--- src/hw/gpx_params.svh ---
// Purpose: offsets, field positions, reset values and divider counts
// Assumes: register index on the bus is the word address
// Notes:
`ifndef GPX_PARAMS_SVH
`define GPX_PARAMS_SVH
`define GPX_IDX_C_DATA 6'h00
`define GPX_IDX_C_DIR 6'h01
`define GPX_IDX_C_OPT 6'h02
`define GPX_IDX_B_DATA 6'h04
`define GPX_IDX_B_DIR 6'h05
`define GPX_IDX_B_OPT 6'h06
`define GPX_IDX_A_DATA 6'h08
`define GPX_IDX_A_DIR 6'h09
`define GPX_IDX_A_OPT 6'h0a
`define GPX_IDX_MISC1 6'h10
`define GPX_IDX_MISC2 6'h11
`define GPX_REG_RST 8'h00
`define GPX_MISC2_MASK 8'h0f
`define GPX_F_SENSE1 7:6
`define GPX_F_CLKOUT 5
`define GPX_F_SENSE0 4:3
`define GPX_F_DIVSEL 2:1
`define GPX_F_SLOW 0
`define GPX_F_MODIS 3
`define GPX_F_SODIS 2
`define GPX_F_SSM 1
`define GPX_F_SSI 0
`define GPX_CLKOUT_BIT 2
`define GPX_SPI_SEL_BIT 7
`define GPX_HALF_NORM 5'd1
`define GPX_HALF_D4 5'd2
`define GPX_HALF_D8 5'd4
`define GPX_HALF_D16 5'd8
`define GPX_HALF_D32 5'd16
`endif

--- src/hw/gpx_pkg.sv ---
// Purpose: shared types of the port block
// Assumes: nothing
// Notes: sense coding matches the misc register fields
package gpx_pkg;
  typedef logic [7:0] gpx_byte_t;
  typedef enum logic [1:0] {
    GPX_FALL_LOW = 2'b00,
    GPX_RISE = 2'b01,
    GPX_FALL = 2'b10,
    GPX_BOTH = 2'b11
  } gpx_sense_t;
endpackage

--- src/hw/gpx_port_block.sv ---
// Purpose: three gpio ports, external interrupt groups, misc control
// Assumes: Avalon-MM word addressing, core_clk is the oscillator
// Notes: every access takes one wait cycle
//
// The implementer's own choice: the Avalon-MM interface to the registers.
`timescale 1ns/1ps
`include "gpx_params.svh"
module gpx_port_block #(
  parameter gpx_pkg::gpx_byte_t OPT_MASK_A = 8'hff,
  parameter gpx_pkg::gpx_byte_t OPT_MASK_B = 8'hff,
  parameter gpx_pkg::gpx_byte_t OPT_MASK_C = 8'hff,
  parameter gpx_pkg::gpx_byte_t TOD_MASK_A = 8'h50
) (
  input wire logic core_clk,
  input wire logic rst,
  input wire logic [5:0] avs_address,
  input wire logic avs_read,
  input wire logic avs_write,
  input wire logic [31:0] avs_writedata,
  output logic [31:0] avs_readdata,
  output logic avs_waitrequest,
  input wire gpx_pkg::gpx_byte_t portAIn,
  output gpx_pkg::gpx_byte_t portAOut,
  output gpx_pkg::gpx_byte_t portAOeN,
  output gpx_pkg::gpx_byte_t portAPullUp,
  input wire gpx_pkg::gpx_byte_t portBIn,
  output gpx_pkg::gpx_byte_t portBOut,
  output gpx_pkg::gpx_byte_t portBOeN,
  output gpx_pkg::gpx_byte_t portBPullUp,
  input wire gpx_pkg::gpx_byte_t portCIn,
  output gpx_pkg::gpx_byte_t portCOut,
  output gpx_pkg::gpx_byte_t portCOeN,
  output gpx_pkg::gpx_byte_t portCPullUp,
  input wire logic cpuIntMask,
  input wire logic irqSourceOption,
  input wire logic vecFetchZero,
  input wire logic vecFetchOne,
  output logic extIrqGroupZero,
  output logic extIrqGroupOne,
  output logic wakeUp,
  output logic cpuClkOut,
  output logic spiSelectLevel,
  output logic spiMasterOutDisable,
  output logic spiSlaveOutDisable
);
  import gpx_pkg::*;

  // half period of the cpu clock in oscillator cycles
  function automatic logic [4:0] halfOf(input logic slow, input logic [1:0] sel);
    logic [4:0] h;
    h = `GPX_HALF_NORM;
    if (slow)
    begin
      unique case (sel)
        2'b00: h = `GPX_HALF_D4;
        2'b10: h = `GPX_HALF_D8;
        2'b01: h = `GPX_HALF_D16;
        2'b11: h = `GPX_HALF_D32;
      endcase
    end
    return h;
  endfunction

  // register index match
  function automatic logic hit(input logic [5:0] a, input logic [5:0] idx);
    return a == idx;
  endfunction

  logic waitReq_r, cpuClk_r, selLvl_r, wake_r;
  logic [31:0] rdData_r;
  logic [4:0] divCnt_r;
  gpx_byte_t misc1_r, misc2_r, misc1Nxt;
  gpx_byte_t dA, dB, dC, rA, rB, rC, oA, oB, oC;
  gpx_byte_t rdA, rdB, rdC, enA, enB, enC, pinA, pinB, pinC;
  gpx_byte_t altEnC, altValC, rdMux, wByte;
  logic req, takeRq, wrStb, sense0Wr, sense1Wr;
  logic enC0, enC1, grp0, grp1, irq0, irq1;
  logic [4:0] half, halfM1;

  // bus handshake: one wait cycle, then the answer edge
  assign req = avs_read | avs_write;
  assign takeRq = req & waitReq_r;
  assign wrStb = avs_write & ~waitReq_r;
  assign wByte = avs_writedata[7:0];
  assign avs_waitrequest = waitReq_r;
  assign avs_readdata = rdData_r;

  // read selection; unmapped indices read zero
  assign rdMux = hit(avs_address, `GPX_IDX_A_DATA) ? rdA :
                 hit(avs_address, `GPX_IDX_A_DIR) ? rA :
                 hit(avs_address, `GPX_IDX_A_OPT) ? oA :
                 hit(avs_address, `GPX_IDX_B_DATA) ? rdB :
                 hit(avs_address, `GPX_IDX_B_DIR) ? rB :
                 hit(avs_address, `GPX_IDX_B_OPT) ? oB :
                 hit(avs_address, `GPX_IDX_C_DATA) ? rdC :
                 hit(avs_address, `GPX_IDX_C_DIR) ? rC :
                 hit(avs_address, `GPX_IDX_C_OPT) ? oC :
                 hit(avs_address, `GPX_IDX_MISC1) ? misc1_r :
                 hit(avs_address, `GPX_IDX_MISC2) ? misc2_r : 8'h00;

  always_ff @(posedge core_clk or posedge rst)
    if (rst)
    begin
      waitReq_r <= 1'b1;
      rdData_r <= 32'h0000_0000;
    end
    else
    begin
      waitReq_r <= ~takeRq;
      if (takeRq & avs_read) rdData_r <= {24'h00_0000, rdMux};
    end

  // misc one: sense fields only accepted while the cpu mask is set
  assign misc1Nxt = cpuIntMask ? wByte :
                    {misc1_r[7:6], wByte[5], misc1_r[4:3], wByte[2:0]};
  assign sense0Wr = wrStb & hit(avs_address, `GPX_IDX_MISC1) & cpuIntMask &
                    (wByte[`GPX_F_SENSE0] != misc1_r[`GPX_F_SENSE0]);
  assign sense1Wr = wrStb & hit(avs_address, `GPX_IDX_MISC1) & cpuIntMask &
                    (wByte[`GPX_F_SENSE1] != misc1_r[`GPX_F_SENSE1]);

  always_ff @(posedge core_clk or posedge rst)
    if (rst)
    begin
      misc1_r <= `GPX_REG_RST;
      misc2_r <= `GPX_REG_RST;
    end
    else
    begin
      if (wrStb & hit(avs_address, `GPX_IDX_MISC1)) misc1_r <= misc1Nxt;
      if (wrStb & hit(avs_address, `GPX_IDX_MISC2)) misc2_r <= wByte & `GPX_MISC2_MASK;
    end

  // clock out on port C alternate function
  assign altEnC = {5'b00000, misc1_r[`GPX_F_CLKOUT], 2'b00};
  assign altValC = {5'b00000, cpuClk_r, 2'b00};

  gpx_pin_port #(
    .OPT_MASK(OPT_MASK_A),
    .TOD_MASK(TOD_MASK_A)
  ) u_portA (
    .core_clk(core_clk),
    .rst(rst),
    .wrData(wrStb & hit(avs_address, `GPX_IDX_A_DATA)),
    .wrDir(wrStb & hit(avs_address, `GPX_IDX_A_DIR)),
    .wrOpt(wrStb & hit(avs_address, `GPX_IDX_A_OPT)),
    .wdata(wByte),
    .altEn(8'h00),
    .altVal(8'h00),
    .padIn(portAIn),
    .padOut(portAOut),
    .padOeN(portAOeN),
    .pullUpEn(portAPullUp),
    .dirQ(rA),
    .optQ(oA),
    .dataQ(dA),
    .readVal(rdA),
    .irqEn(enA),
    .pinLevel(pinA)
  );

  gpx_pin_port #(
    .OPT_MASK(OPT_MASK_B),
    .TOD_MASK(8'h00)
  ) u_portB (
    .core_clk(core_clk),
    .rst(rst),
    .wrData(wrStb & hit(avs_address, `GPX_IDX_B_DATA)),
    .wrDir(wrStb & hit(avs_address, `GPX_IDX_B_DIR)),
    .wrOpt(wrStb & hit(avs_address, `GPX_IDX_B_OPT)),
    .wdata(wByte),
    .altEn(8'h00),
    .altVal(8'h00),
    .padIn(portBIn),
    .padOut(portBOut),
    .padOeN(portBOeN),
    .pullUpEn(portBPullUp),
    .dirQ(rB),
    .optQ(oB),
    .dataQ(dB),
    .readVal(rdB),
    .irqEn(enB),
    .pinLevel(pinB)
  );

  gpx_pin_port #(
    .OPT_MASK(OPT_MASK_C),
    .TOD_MASK(8'h00)
  ) u_portC (
    .core_clk(core_clk),
    .rst(rst),
    .wrData(wrStb & hit(avs_address, `GPX_IDX_C_DATA)),
    .wrDir(wrStb & hit(avs_address, `GPX_IDX_C_DIR)),
    .wrOpt(wrStb & hit(avs_address, `GPX_IDX_C_OPT)),
    .wdata(wByte),
    .altEn(altEnC),
    .altVal(altValC),
    .padIn(portCIn),
    .padOut(portCOut),
    .padOeN(portCOeN),
    .pullUpEn(portCPullUp),
    .dirQ(rC),
    .optQ(oC),
    .dataQ(dC),
    .readVal(rdC),
    .irqEn(enC),
    .pinLevel(pinC)
  );

  // group routing and wired and of enabled pins
  assign enC0 = ~irqSourceOption;
  assign enC1 = irqSourceOption;
  assign grp0 = (&(pinA | ~enA)) & (&(pinC | ~(enC & {8{enC0}})));
  assign grp1 = (&(pinB | ~enB)) & (&(pinC | ~(enC & {8{enC1}})));

  gpx_irq_sense u_irq0 (
    .core_clk(core_clk),
    .rst(rst),
    .grpLevel(grp0),
    .sense(gpx_sense_t'(misc1_r[`GPX_F_SENSE0])),
    .senseWr(sense0Wr),
    .vecFetch(vecFetchZero),
    .intMask(cpuIntMask),
    .irqReq(irq0),
    .pending()
  );

  gpx_irq_sense u_irq1 (
    .core_clk(core_clk),
    .rst(rst),
    .grpLevel(grp1),
    .sense(gpx_sense_t'(misc1_r[`GPX_F_SENSE1])),
    .senseWr(sense1Wr),
    .vecFetch(vecFetchOne),
    .intMask(cpuIntMask),
    .irqReq(irq1),
    .pending()
  );
  assign extIrqGroupZero = irq0;
  assign extIrqGroupOne = irq1;

  // cpu clock divider from the oscillator
  assign half = halfOf(misc1_r[`GPX_F_SLOW], misc1_r[`GPX_F_DIVSEL]);
  assign halfM1 = half - 5'd1;

  always_ff @(posedge core_clk or posedge rst)
    if (rst)
    begin
      divCnt_r <= 5'd0;
      cpuClk_r <= 1'b0;
    end
    else if (divCnt_r >= halfM1)
    begin
      divCnt_r <= 5'd0;
      cpuClk_r <= ~cpuClk_r;
    end
    else
    begin
      divCnt_r <= divCnt_r + 5'd1;
    end
  assign cpuClkOut = cpuClk_r;

  // spi select source, wake request
  always_ff @(posedge core_clk or posedge rst)
    if (rst)
    begin
      selLvl_r <= 1'b0;
      wake_r <= 1'b0;
    end
    else
    begin
      selLvl_r <= misc2_r[`GPX_F_SSM] ? misc2_r[`GPX_F_SSI] : pinB[`GPX_SPI_SEL_BIT];
      wake_r <= irq0 | irq1;
    end
  assign spiSelectLevel = selLvl_r;
  assign spiMasterOutDisable = misc2_r[`GPX_F_MODIS];
  assign spiSlaveOutDisable = misc2_r[`GPX_F_SODIS];
  assign wakeUp = wake_r;
endmodule

--- src/hw/gpx_pin_port.sv ---
// Purpose: one 8-bit port: registers, pin synchroniser, pad drive
// Assumes: pad wire resolved outside; oe low means driving
// Notes: alternate function overrides the pad drive and pull-up settings
`timescale 1ns/1ps
`include "gpx_params.svh"
module gpx_pin_port #(
  parameter gpx_pkg::gpx_byte_t OPT_MASK = 8'hff,
  parameter gpx_pkg::gpx_byte_t TOD_MASK = 8'h00
) (
  input wire logic core_clk,
  input wire logic rst,
  input wire logic wrData,
  input wire logic wrDir,
  input wire logic wrOpt,
  input wire gpx_pkg::gpx_byte_t wdata,
  input wire gpx_pkg::gpx_byte_t altEn,
  input wire gpx_pkg::gpx_byte_t altVal,
  input wire gpx_pkg::gpx_byte_t padIn,
  output gpx_pkg::gpx_byte_t padOut,
  output gpx_pkg::gpx_byte_t padOeN,
  output gpx_pkg::gpx_byte_t pullUpEn,
  output gpx_pkg::gpx_byte_t dirQ,
  output gpx_pkg::gpx_byte_t optQ,
  output gpx_pkg::gpx_byte_t dataQ,
  output gpx_pkg::gpx_byte_t readVal,
  output gpx_pkg::gpx_byte_t irqEn,
  output gpx_pkg::gpx_byte_t pinLevel
);
  import gpx_pkg::*;
  gpx_byte_t data_r, dir_r, opt_r, s1_r, s2_r, s3_r, pin_r;
  gpx_byte_t padOut_r, padOeN_r, pullUp_r;
  gpx_byte_t optEff, drvLow, drvHigh, odHi;

  // a true open-drain pin without an option bit cannot be served
  if ((TOD_MASK & ~OPT_MASK) != 8'h00)
  begin : g_chk
    $error("gpx_pin_port: open-drain pins need an option bit");
  end

  // option and direction decode
  assign optEff = opt_r & OPT_MASK;
  assign readVal = (dir_r & data_r) | (~dir_r & pin_r);
  assign irqEn = ~dir_r & optEff;
  assign drvLow = (altEn & ~altVal) | (~altEn & dir_r & ~data_r);
  assign drvHigh = (altEn & altVal) | (~altEn & dir_r & data_r & optEff & ~TOD_MASK);
  assign odHi = ~altEn & dir_r & data_r & ~optEff;
  assign dataQ = data_r;
  assign dirQ = dir_r;
  assign optQ = optEff;
  assign pinLevel = pin_r;
  assign padOut = padOut_r;
  assign padOeN = padOeN_r;
  assign pullUpEn = pullUp_r;

  // software registers
  always_ff @(posedge core_clk or posedge rst)
    if (rst)
    begin
      data_r <= `GPX_REG_RST;
      dir_r <= `GPX_REG_RST;
      opt_r <= `GPX_REG_RST;
    end
    else
    begin
      if (wrData) data_r <= wdata;
      if (wrDir) dir_r <= wdata;
      if (wrOpt) opt_r <= wdata;
    end

  // three-stage sync; a level counts once stages two and three agree
  always_ff @(posedge core_clk or posedge rst)
    if (rst)
    begin
      s1_r <= 8'h00;
      s2_r <= 8'h00;
      s3_r <= 8'h00;
      pin_r <= 8'h00;
    end
    else
    begin
      s1_r <= padIn;
      s2_r <= s1_r;
      s3_r <= s2_r;
      pin_r <= (s2_r & s3_r) | (pin_r & (s2_r ^ s3_r));
    end

  // registered pad drive and pull-up
  always_ff @(posedge core_clk or posedge rst)
    if (rst)
    begin
      padOut_r <= 8'h00;
      padOeN_r <= 8'hff;
      pullUp_r <= 8'h00;
    end
    else
    begin
      padOut_r <= drvHigh;
      padOeN_r <= ~(drvLow | drvHigh);
      pullUp_r <= ~dir_r & optEff & ~TOD_MASK & ~altEn;
    end
endmodule

--- src/hw/gpx_irq_sense.sv ---
// Purpose: sensitivity decode and request latch of one interrupt group
// Assumes: group level is already synchronised
// Notes: a new event beats a fetch or a sense change in the same cycle
`timescale 1ns/1ps
module gpx_irq_sense (
  input wire logic core_clk,
  input wire logic rst,
  input wire logic grpLevel,
  input wire gpx_pkg::gpx_sense_t sense,
  input wire logic senseWr,
  input wire logic vecFetch,
  input wire logic intMask,
  output logic irqReq,
  output logic pending
);
  import gpx_pkg::*;
  logic prev_r, pend_r, req_r;
  logic rise, fall, evt, pendNxt;

  // edge and level events
  assign rise = grpLevel & ~prev_r;
  assign fall = ~grpLevel & prev_r;
  always_comb
  begin
    unique case (sense)
      GPX_FALL_LOW: evt = fall | ~grpLevel;
      GPX_RISE: evt = rise;
      GPX_FALL: evt = fall;
      GPX_BOTH: evt = rise | fall;
    endcase
  end
  assign pendNxt = evt | (pend_r & ~vecFetch & ~senseWr);
  assign irqReq = req_r;
  assign pending = pend_r;

  // latch and masked request
  always_ff @(posedge core_clk or posedge rst)
    if (rst)
    begin
      prev_r <= 1'b1;
      pend_r <= 1'b0;
      req_r <= 1'b0;
    end
    else
    begin
      prev_r <= grpLevel;
      pend_r <= pendNxt;
      req_r <= pendNxt & ~intMask;
    end
endmodule

--- config.mk ---
export PLATFORM = sky130hd
export DESIGN_NAME = gpx_port_block
export DESIGN_NICKNAME = d
export VERILOG_FILES = /design/src/hw/gpx_pkg.sv /design/src/hw/gpx_port_block.sv /design/src/hw/gpx_pin_port.sv /design/src/hw/gpx_irq_sense.sv
export VERILOG_INCLUDE_DIRS = /design/src /design/src/hw
export SDC_FILE = /design/constraint.sdc
export NUM_CORES = 1
export LEC_CHECK = 0
export ABC_AREA = 1
export BUFFER_PORTS_ARGS = -buffer_cell sky130_fd_sc_hd__buf_2
export CORE_MARGIN = 3
export CORE_UTILIZATION = 40
export DETAILED_ROUTE_END_ITERATION = 8
export GPL_ROUTABILITY_DRIVEN = 0
export HOLD_SLACK_MARGIN = 0.06
export REMOVE_ABC_BUFFERS = 1
export SYNTH_ARGS = -nofsm -noshare
export SYNTH_HDL_FRONTEND = slang
export SYNTH_SLANG_ARGS = --single-unit
--- constraint.sdc ---
create_clock -name core_clk -period 27.1 [get_ports core_clk]
set_input_delay 5.42 -clock core_clk [delete_from_list [all_inputs] [get_ports core_clk]]
set_output_delay 5.42 -clock core_clk [all_outputs]
set_load 0.03 [all_outputs]
==> results.py, run 1 <==
metrics = {
    "clock_tree": {
        "cts_resized": 0,
        "cts_tree": "yes",
        "cts_hold_buf": 0,
        "postCtsSetupBuffers": 0,
        "cts_buffer_depth": 3,
        "htree_levels": 1,
        "cts_buffers": 30,
        "clk_pin_slew_ns": 0.06,
        "cts_sinks": 271,
        "clk_latency_ns": 0.54,
        "root_buffer": "clkbuf_16",
    },
    "die": {
        "pin_count": 182,
        "die_x_um": 170,
        "core_region_area_mm2": 0.0262,
        "die_h_um": 170,
        "rows": 59,
        "initial_utilization_pct": 40.9,
        "fp.dieArea_mm2": 0.0288,
    },
    "grt": {
        "grt_pass1_vias": 7198,
        "overflow": 0,
        "grt_pass1_wl_um": 37500,
        "grtUsageTotal_pct": 16.3,
        "grt_max_degree": 126,
        "antenna_found_initial": 4,
    },
    "yosys": {
        "synth_top_cell_by_area": "dfrtp_1",
        "netlist.area_leader.share_pct": 57.0,
        "synth_seq_cells": 271,
        "synth_area_leaders": "dfrtp_1 (57%), nand2_1 (9.2%), dfstp_2 (6.6%)",
        "synth-main-ff-cell": "dfrtp_1",
        "synth_area_mm2": 0.0107,
        "yosysSeqAreaShare_pct": 63.6,
        "synth_edf_count": 0,
        "syn_inst": 1050,
        "yosys.cell_types.count": 31,
        "async_flop_share_pct": 100,
        "avgSynthCellArea_um2": 10.2,
        "ys_warn_count": 0,
    },
    "sta": {
        "setup-violations-final": 0,
        "slew_headroom_pct": 36.6,
        "clock_skew_ns": 0.00889,
        "max_slew.worst_pin.slew_ns": 0.951,
        "hold_slack_ns": 0.346,
        "rsz0062_at_grt": "false",
        "finalCritPeriodShare_pct": 27.1,
        "min_period_ns": 7.33,
        "fmax_mhz": 136,
        "final.setup.tns_ns": 0,
        "finalHoldViolCount": 0,
        "finalMaxSlewViolations": 0,
    },
    "power": {
        "p_leak_nw": 6.33,
        "ir_drop_mv": 0.0411,
        "internal_power_mw": 0.750,
        "powerDensity_mw_per_mm2": 79.9,
        "switchingPower_mw": 0.266,
        "p_seq_share_pct": 45.9,
        "switching_share_pct": 26.2,
        "combPwrFrac_pct": 11.7,
        "p_total_mw": 1.02,
        "pwr-share-clk_pct": 42.4,
    },
    "routing": {
        "wl_um": 23300,
        "wire_per_inst_um": 14.9,
        "remaining_drc_errors": 0,
        "via_per_inst": 4.67,
        "ant_nets": 0,
        "vias": 7280,
        "dr.pass1.iters": 5,
        "drtIter0Drc": 408,
    },
    "finish": {
        "drive_gt1_share_pct": 20.2,
        "multi_input_area_mm2": 0.00337,
        "nNetsFinal": 1304,
        "area_delta_synth_final_pct": 18.7,
        "regArea_mm2": 0.00682,
        "n_fill_cell": 2409,
    },
    "worst_setup_path": {
        "crit_start": "rst",
        "critical_path_required_ns": 27.63,
        "r2r_start": "misc1_r[0]$_DFFE_PP0P_",
        "cpMostUsedCell": "buf_4",
        "crit_path_start_kind": "primary input",
        "cp.arrival_ns": 7.86,
        "slowest_delay_ns": 0.85,
        "crit_buf_inv": 4,
        "endpoint_kind": "async pin",
        "r2r_cells": 8,
        "cp_slowest_cell": "buf_4",
        "cp.depth": 4,
        "crit_end": "u_portA.s3_r[6]$_DFF_PP0_",
        "critPathTopFamily": "buffers and inverters",
        "path_class": "primary input to async pin",
        "cp_cell_sequence": "buf_2, inv_8, buf_4, buf_4",
        "crit_path_max_fanout": 125,
        "r2r_slack_ns": 25.13,
        "reg2reg_to": "cpuClkOut$_DFFE_PP0N_",
    },
    "placement": {
        "numPortBuffers": 129,
        "hpwl_um": 16300,
    },
    "outcome": {
        "outcome": "finished clean",
    },
    "min_path": {
        "hp-class": "flop to flop",
    },
    "flow_run": {
        "drv_cap": 0,
    },
}
[cell usage after synthesis, types with 3 or more instances]
library cell  instances
nor2_4                8
nand3_1              20
a21oi_1              27
nand4_1              19
xor2_1                7
a21o_1               24
o21ai_1               8
o21a_1                5
nand2_1             262
nand2_2               8
dfstp_2              27
o21ai_0             100
nor2_2                7
ha_1                 36
buf_2                 3
clkbuf_1             11
inv_1                93
buf_4                29
nor2_1               94
dfrtp_1             244
[stage by stage]
step	cells	cell area, µm²	setup slack, ns	utilization (%)
after floorplan	1034	10500	14.26	-
after global placement	1501	11600	18.98	44.4
after detailed placement	1501	11600	19.00	44.4
after CTS	1557	12700	19.57	48.5
after global routing	1559	12700	19.25	48.6
final	1559	12700	19.77	48.6
[how the worst min path moves through the flow]
stage | slack (ns) | end | cells after the start | from
final | 0.35 | u_portA.s2_r[3]$_DFF_PP0_ | 0 | u_portA.s1_r[3]$_DFF_PP0_
after global placement | 0.33 | u_portA.s2_r[0]$_DFF_PP0_ | 0 | u_portA.s1_r[0]$_DFF_PP0_
after detailed placement | 0.33 | u_portB.s2_r[1]$_DFF_PP0_ | 0 | u_portB.s1_r[1]$_DFF_PP0_
after global routing | 0.35 | u_portB.s2_r[3]$_DFF_PP0_ | 0 | u_portB.s1_r[3]$_DFF_PP0_
after CTS | 0.35 | u_portB.s2_r[1]$_DFF_PP0_ | 0 | u_portB.s1_r[1]$_DFF_PP0_
after floorplan | 0.33 | u_portA.s2_r[0]$_DFF_PP0_ | 0 | u_portA.s1_r[0]$_DFF_PP0_
[cells by family after synthesis]
logic type / count (synthesis) / share of synthesized area, %
other: 2 / 0.0701
adders and majority gates: 36 / 4.20
buffers and inverters: 138 / 5.88
DFF: 271 / 63.6
and+or+nand+nor: 425 / 16.7
AOI/OAI and AO/OA: 170 / 8.87
xor gates and xnor gates: 8 / 0.654
[cells in the final DEF, fill, tap and decap left out, types with 2 or more instances in the layout]
cell and count:
o211ai_2 2, nor2_2 7, buf_2 129, conb_1 29, o21a_1 5, bufinv_16 5
clkinvlp_4 3, nand3_1 20, clkbuf_16 31, o21ai_2 2, inv_1 92, nand2_1 262
nor2_1 94, nand4_1 19, clkbuf_8 5, ha_1 36, nand3b_1 2, buf_4 3
nor2_4 8, a21o_1 24, or2_2 2, clkinv_2 9, clkbuf_1 2, nand2_2 8
o31ai_1 2, dfrtp_1 244, o21ai_0 100, dfstp_2 27, inv_2 2, o21ai_1 8
a21oi_1 27, xor2_1 7, diode_2 2
[power groups by stage]
stage,clock network [mW],logic [mW],registers (mW)
global route,0.459,0.136,0.471
global placement,0,0.118,0.472
finish,0.430,0.119,0.466
detailed placement,0,0.120,0.473
CTS,0.442,0.121,0.467
floorplan,0,0.0661,0.489
[layer usage]
metal  part of all wire [%]  GRT usage, %  up-vias  routed length (µm)
met5                   0.12             0        -                  27
met4                    2.7          4.91        4                 619
met3                    5.6          3.31       51                1300
met2                     47          26.5      177               10900
met1                     45          22.2     3436               10500
li1                       -             -     3612                   -
[final cells by class]
| class | count | area share, % |
|---|---|---|
| antenna | 2 | 0.0393 |
| timing repair buffer | 132 | 5.25 |
| multi-input combinational | 668 | 26.5 |
| clock inverter | 18 | 1.78 |
| inverter | 95 | 2.86 |
| tap | 335 | 3.29 |
| sequential | 271 | 53.6 |
| clock buffer | 38 | 6.70 |
[worst register-to-register path: stages, from the launching register on]
cell and delay (ns):
dfrtp_1 0.47, o21ai_0 0.14, ha_1 0.28, o21a_1 0.10, o21a_1 0.17, o21a_1 0.16, o21ai_0 0.15, nand2_1 0.18
xor2_1 0.19
(Power assumes the default switching activity.)
==> run 2, diff against run 1 <==
Settings changed: ABC_AREA 1 to 0.
Clock period 27.1 ns to 6.4 ns, I/O delays scaled along.
==> run 2 against run 1 <==
Net effect: non-clock buffer count unchanged; total power increased to 4.1 times the previous value; sequential cell count unchanged; via count decreased by 3.3%; clock skew decreased by 0.0027 ns; count of clock-buffer cells in the layout increased by 6; register-to-register slack got worse by 21 ns; utilization decreased by 0.47 points; final area increased by 2.7%; largest cell class unchanged; highest routed layer is now met4.
==> results.py, run 2 <==
metrics = {
    "worst_setup_path": {
        "r2r_cells": 5,
        "endpoint_kind": "flop",
        "cp.depth": 6,
        "critPathTopFamily": "compound AO/OA/AOI/OAI gates",
        "reg2reg_to": "u_irq0.irqReq$_DFF_PP0_",
        "crit_buf_inv": 2,
        "cp_cell_sequence": "buf_2, clkinv_1, a211o_1, a2111oi_0, o221ai_1, a221o_1",
        "crit_path_start_kind": "primary input",
        "r2r_start": "u_portA.optQ[0]$_DFFE_PP0P_",
        "path_class": "primary input to flop",
        "cp.arrival_ns": 3.96,
        "critical_path_required_ns": 6.83,
        "r2r_slack_ns": 3.88,
        "cp_slowest_cell": "clkinv_1",
        "slowest_delay_ns": 0.69,
        "crit_path_max_fanout": 36,
    },
    "die": {
        "rows": 60,
        "pin_count": 182,
        "fp.dieArea_mm2": 0.0299,
        "die_x_um": 173,
        "initial_utilization_pct": 41.1,
        "core_region_area_mm2": 0.0272,
        "die_h_um": 173,
    },
    "clock_tree": {
        "cts_tree": "yes",
        "postCtsSetupBuffers": 0,
        "cts_buffer_depth": 3,
        "htree_levels": 1,
        "cts_hold_buf": 0,
        "root_buffer": "clkbuf_16",
        "cts_buffers": 30,
        "clk_latency_ns": 0.55,
        "cts_sinks": 271,
        "clk_pin_slew_ns": 0.06,
        "cts_resized": 0,
    },
    "yosys": {
        "synth-main-ff-cell": "dfrtp_1",
        "yosysSeqAreaShare_pct": 61.1,
        "ys_warn_count": 0,
        "yosys.cell_types.count": 65,
        "synth_area_mm2": 0.0112,
        "yosysMostFrequentCell": "dfrtp_1",
        "syn_inst": 863,
        "avgSynthCellArea_um2": 12.9,
        "synth_top_cell_by_area": "dfrtp_1",
        "synth_common_cells": "dfrtp_1 (244), mux2_2 (89), o21ai_0 (51)",
        "async_flop_share_pct": 100,
        "netlist.area_leader.share_pct": 54.7,
        "synth_seq_cells": 271,
        "synth_area_leaders": "dfrtp_1 (55%), mux2_2 (9.0%), dfstp_2 (6.4%)",
        "synth_edf_count": 0,
    },
    "grt": {
        "met1_usage_pct": 22.7,
        "grtUsageTotal_pct": 16.9,
        "top_usage_layer": "met2",
        "met2_usage_pct": 28.0,
        "grt_max_degree": 151,
        "grt_pass1_wl_um": 40000,
        "gr-usage-met3_pct": 3.69,
        "overflow": 0,
        "antenna_found_initial": 0,
        "grt_pass1_vias": 6952,
    },
    "power": {
        "pwr-share-clk_pct": 40.5,
        "combPwrFrac_pct": 12.3,
        "p_leak_nw": 6.40,
        "switchingPower_mw": 1.11,
        "p_seq_share_pct": 47.2,
        "internal_power_mw": 3.10,
        "switching_share_pct": 26.3,
        "ir_drop_mv": 0.189,
        "powerDensity_mw_per_mm2": 322,
    },
    "finish": {
        "nNetsFinal": 1103,
        "area_delta_synth_final_pct": 17.1,
        "layout_common_cells": "dfrtp_1 (244), buf_2 (129), mux2_2 (89)",
        "finalCoreUtilization_pct": 48.1,
        "n_fill_cell": 2491,
        "final_common_cell": "dfrtp_1",
        "multi_input_area_mm2": 0.00393,
        "diodes": 0,
        "drive_gt1_share_pct": 31.4,
        "finalNonFillerCells": 1391,
        "regArea_mm2": 0.00682,
    },
    "routing": {
        "ant_nets": 0,
        "dr.pass1.iters": 5,
        "wl_um": 25900,
        "drtIter0Drc": 493,
        "vias": 7040,
        "via_per_inst": 5.06,
        "remaining_drc_errors": 0,
        "wire_per_inst_um": 18.6,
    },
    "sta": {
        "max_slew.worst_pin.slew_ns": 0.940,
        "finalHoldViolCount": 0,
        "fmax_mhz": 283,
        "setup-violations-final": 0,
        "finalMaxSlewViolations": 0,
        "min_period_ns": 3.53,
        "clock_skew_ns": 0.00621,
        "slew_headroom_pct": 36.8,
        "finalCritPeriodShare_pct": 55.2,
        "hold_slack_ns": 0.345,
        "rsz0062_at_grt": "false",
    },
    "placement": {
        "numPortBuffers": 129,
        "place_inst": 1337,
        "hpwl_um": 17900,
    },
    "min_path": {
        "hp-class": "flop to flop",
        "min_from": "u_portC.s1_r[4]$_DFF_PP0_",
        "hold_depth": 0,
        "worstHoldEndpoint": "u_portC.s2_r[4]$_DFF_PP0_",
    },
    "outcome": {
        "outcome": "finished clean",
    },
    "flow_run": {
        "drv_cap": 0,
    },
}
run 2: changes by cell type after synthesis, moves of 23 or more:
| cell | delta |
|---|---|
| and3_1 | +23 |
| inv_1 | -49 |
| mux2_2 | +89 |
| nand2_1 | -237 |
| nor2_1 | -75 |
| nor2b_1 | +27 |
| o21ai_0 | -49 |
run 2: cell type report:
type | count | share of cell area (%)
inverter | 45 | 1.35
sequential | 271 | 52.2
multi-input combinational | 517 | 30.1
clock buffer | 44 | 6.85
tap | 372 | 3.56
timing repair buffer | 132 | 5.21
clock inverter | 10 | 0.795
run 2: power by group through the flow:
stage / combinational, mW / sequential (mW) / clock, mW
2_1_floorplan: 0.283 / 2.07 / 0
3_3_place_gp: 0.517 / 2.01 / 0
3_5_place_dp: 0.527 / 2.02 / 0
4_1_cts: 0.528 / 1.99 / 1.75
5_1_grt: 0.578 / 2.01 / 1.83
6_report: 0.520 / 1.99 / 1.70
run 2: metrics by stage:
stage | setup WS, ns | power (mW) | cell area (µm²) | setup TNS, ns
global route | 2.58 | 4.42 | 13100 | 0
floorplan | -2.30 | 2.35 | 10900 | -566.87
global placement | 2.30 | 2.53 | 12100 | 0
CTS | 2.86 | 4.27 | 13100 | 0
finish | 2.87 | 4.21 | 13100 | 0
detailed placement | 2.25 | 2.54 | 12100 | 0
run 2: kinds of logic after synthesis:
| kind of cell | synth area share, % |
|---|---|
| AOI/OAI and AO/OA | 10.3 |
| xor gates and xnor gates | 0.549 |
| adders and majority gates | 4.04 |
| buffers and inverters | 4.63 |
| DFF | 61.1 |
| muxes | 10.1 |
| other | 0.0673 |
| and+or+nand+nor | 9.19 |
run 2: worst max-delay path by stage:
stage                         startpoint  slack [ns]                          end
after floorplan                      rst       -2.30  avs_readdata[0]$_DFFE_PP0P_
after CTS                 avs_address[0]        2.86  avs_readdata[0]$_DFFE_PP0P_
after global placement    avs_address[0]        2.30  avs_readdata[0]$_DFFE_PP0P_
final                     avs_address[0]        2.87  avs_readdata[0]$_DFFE_PP0P_
after global routing      avs_address[0]        2.58  avs_readdata[0]$_DFFE_PP0P_
after detailed placement  avs_address[0]        2.25  avs_readdata[0]$_DFFE_PP0P_
run 2: routing by layer:
| metal | routed length (µm) | up-vias |
|---|---|---|
| met5 | 0 | - |
| met4 | 604 | 0 |
| met3 | 1500 | 41 |
| met2 | 12600 | 184 |
| met1 | 11200 | 3547 |
| li1 | - | 3268 |
run 2: worst reg2reg max path, stage by stage, from the launching register on:
cell and delay (ns):
dfrtp_1 0.47, nor3b_1 0.19, a2111oi_0 0.72, nand3_1 0.30, or4_1 0.58, a31oi_1 0.18
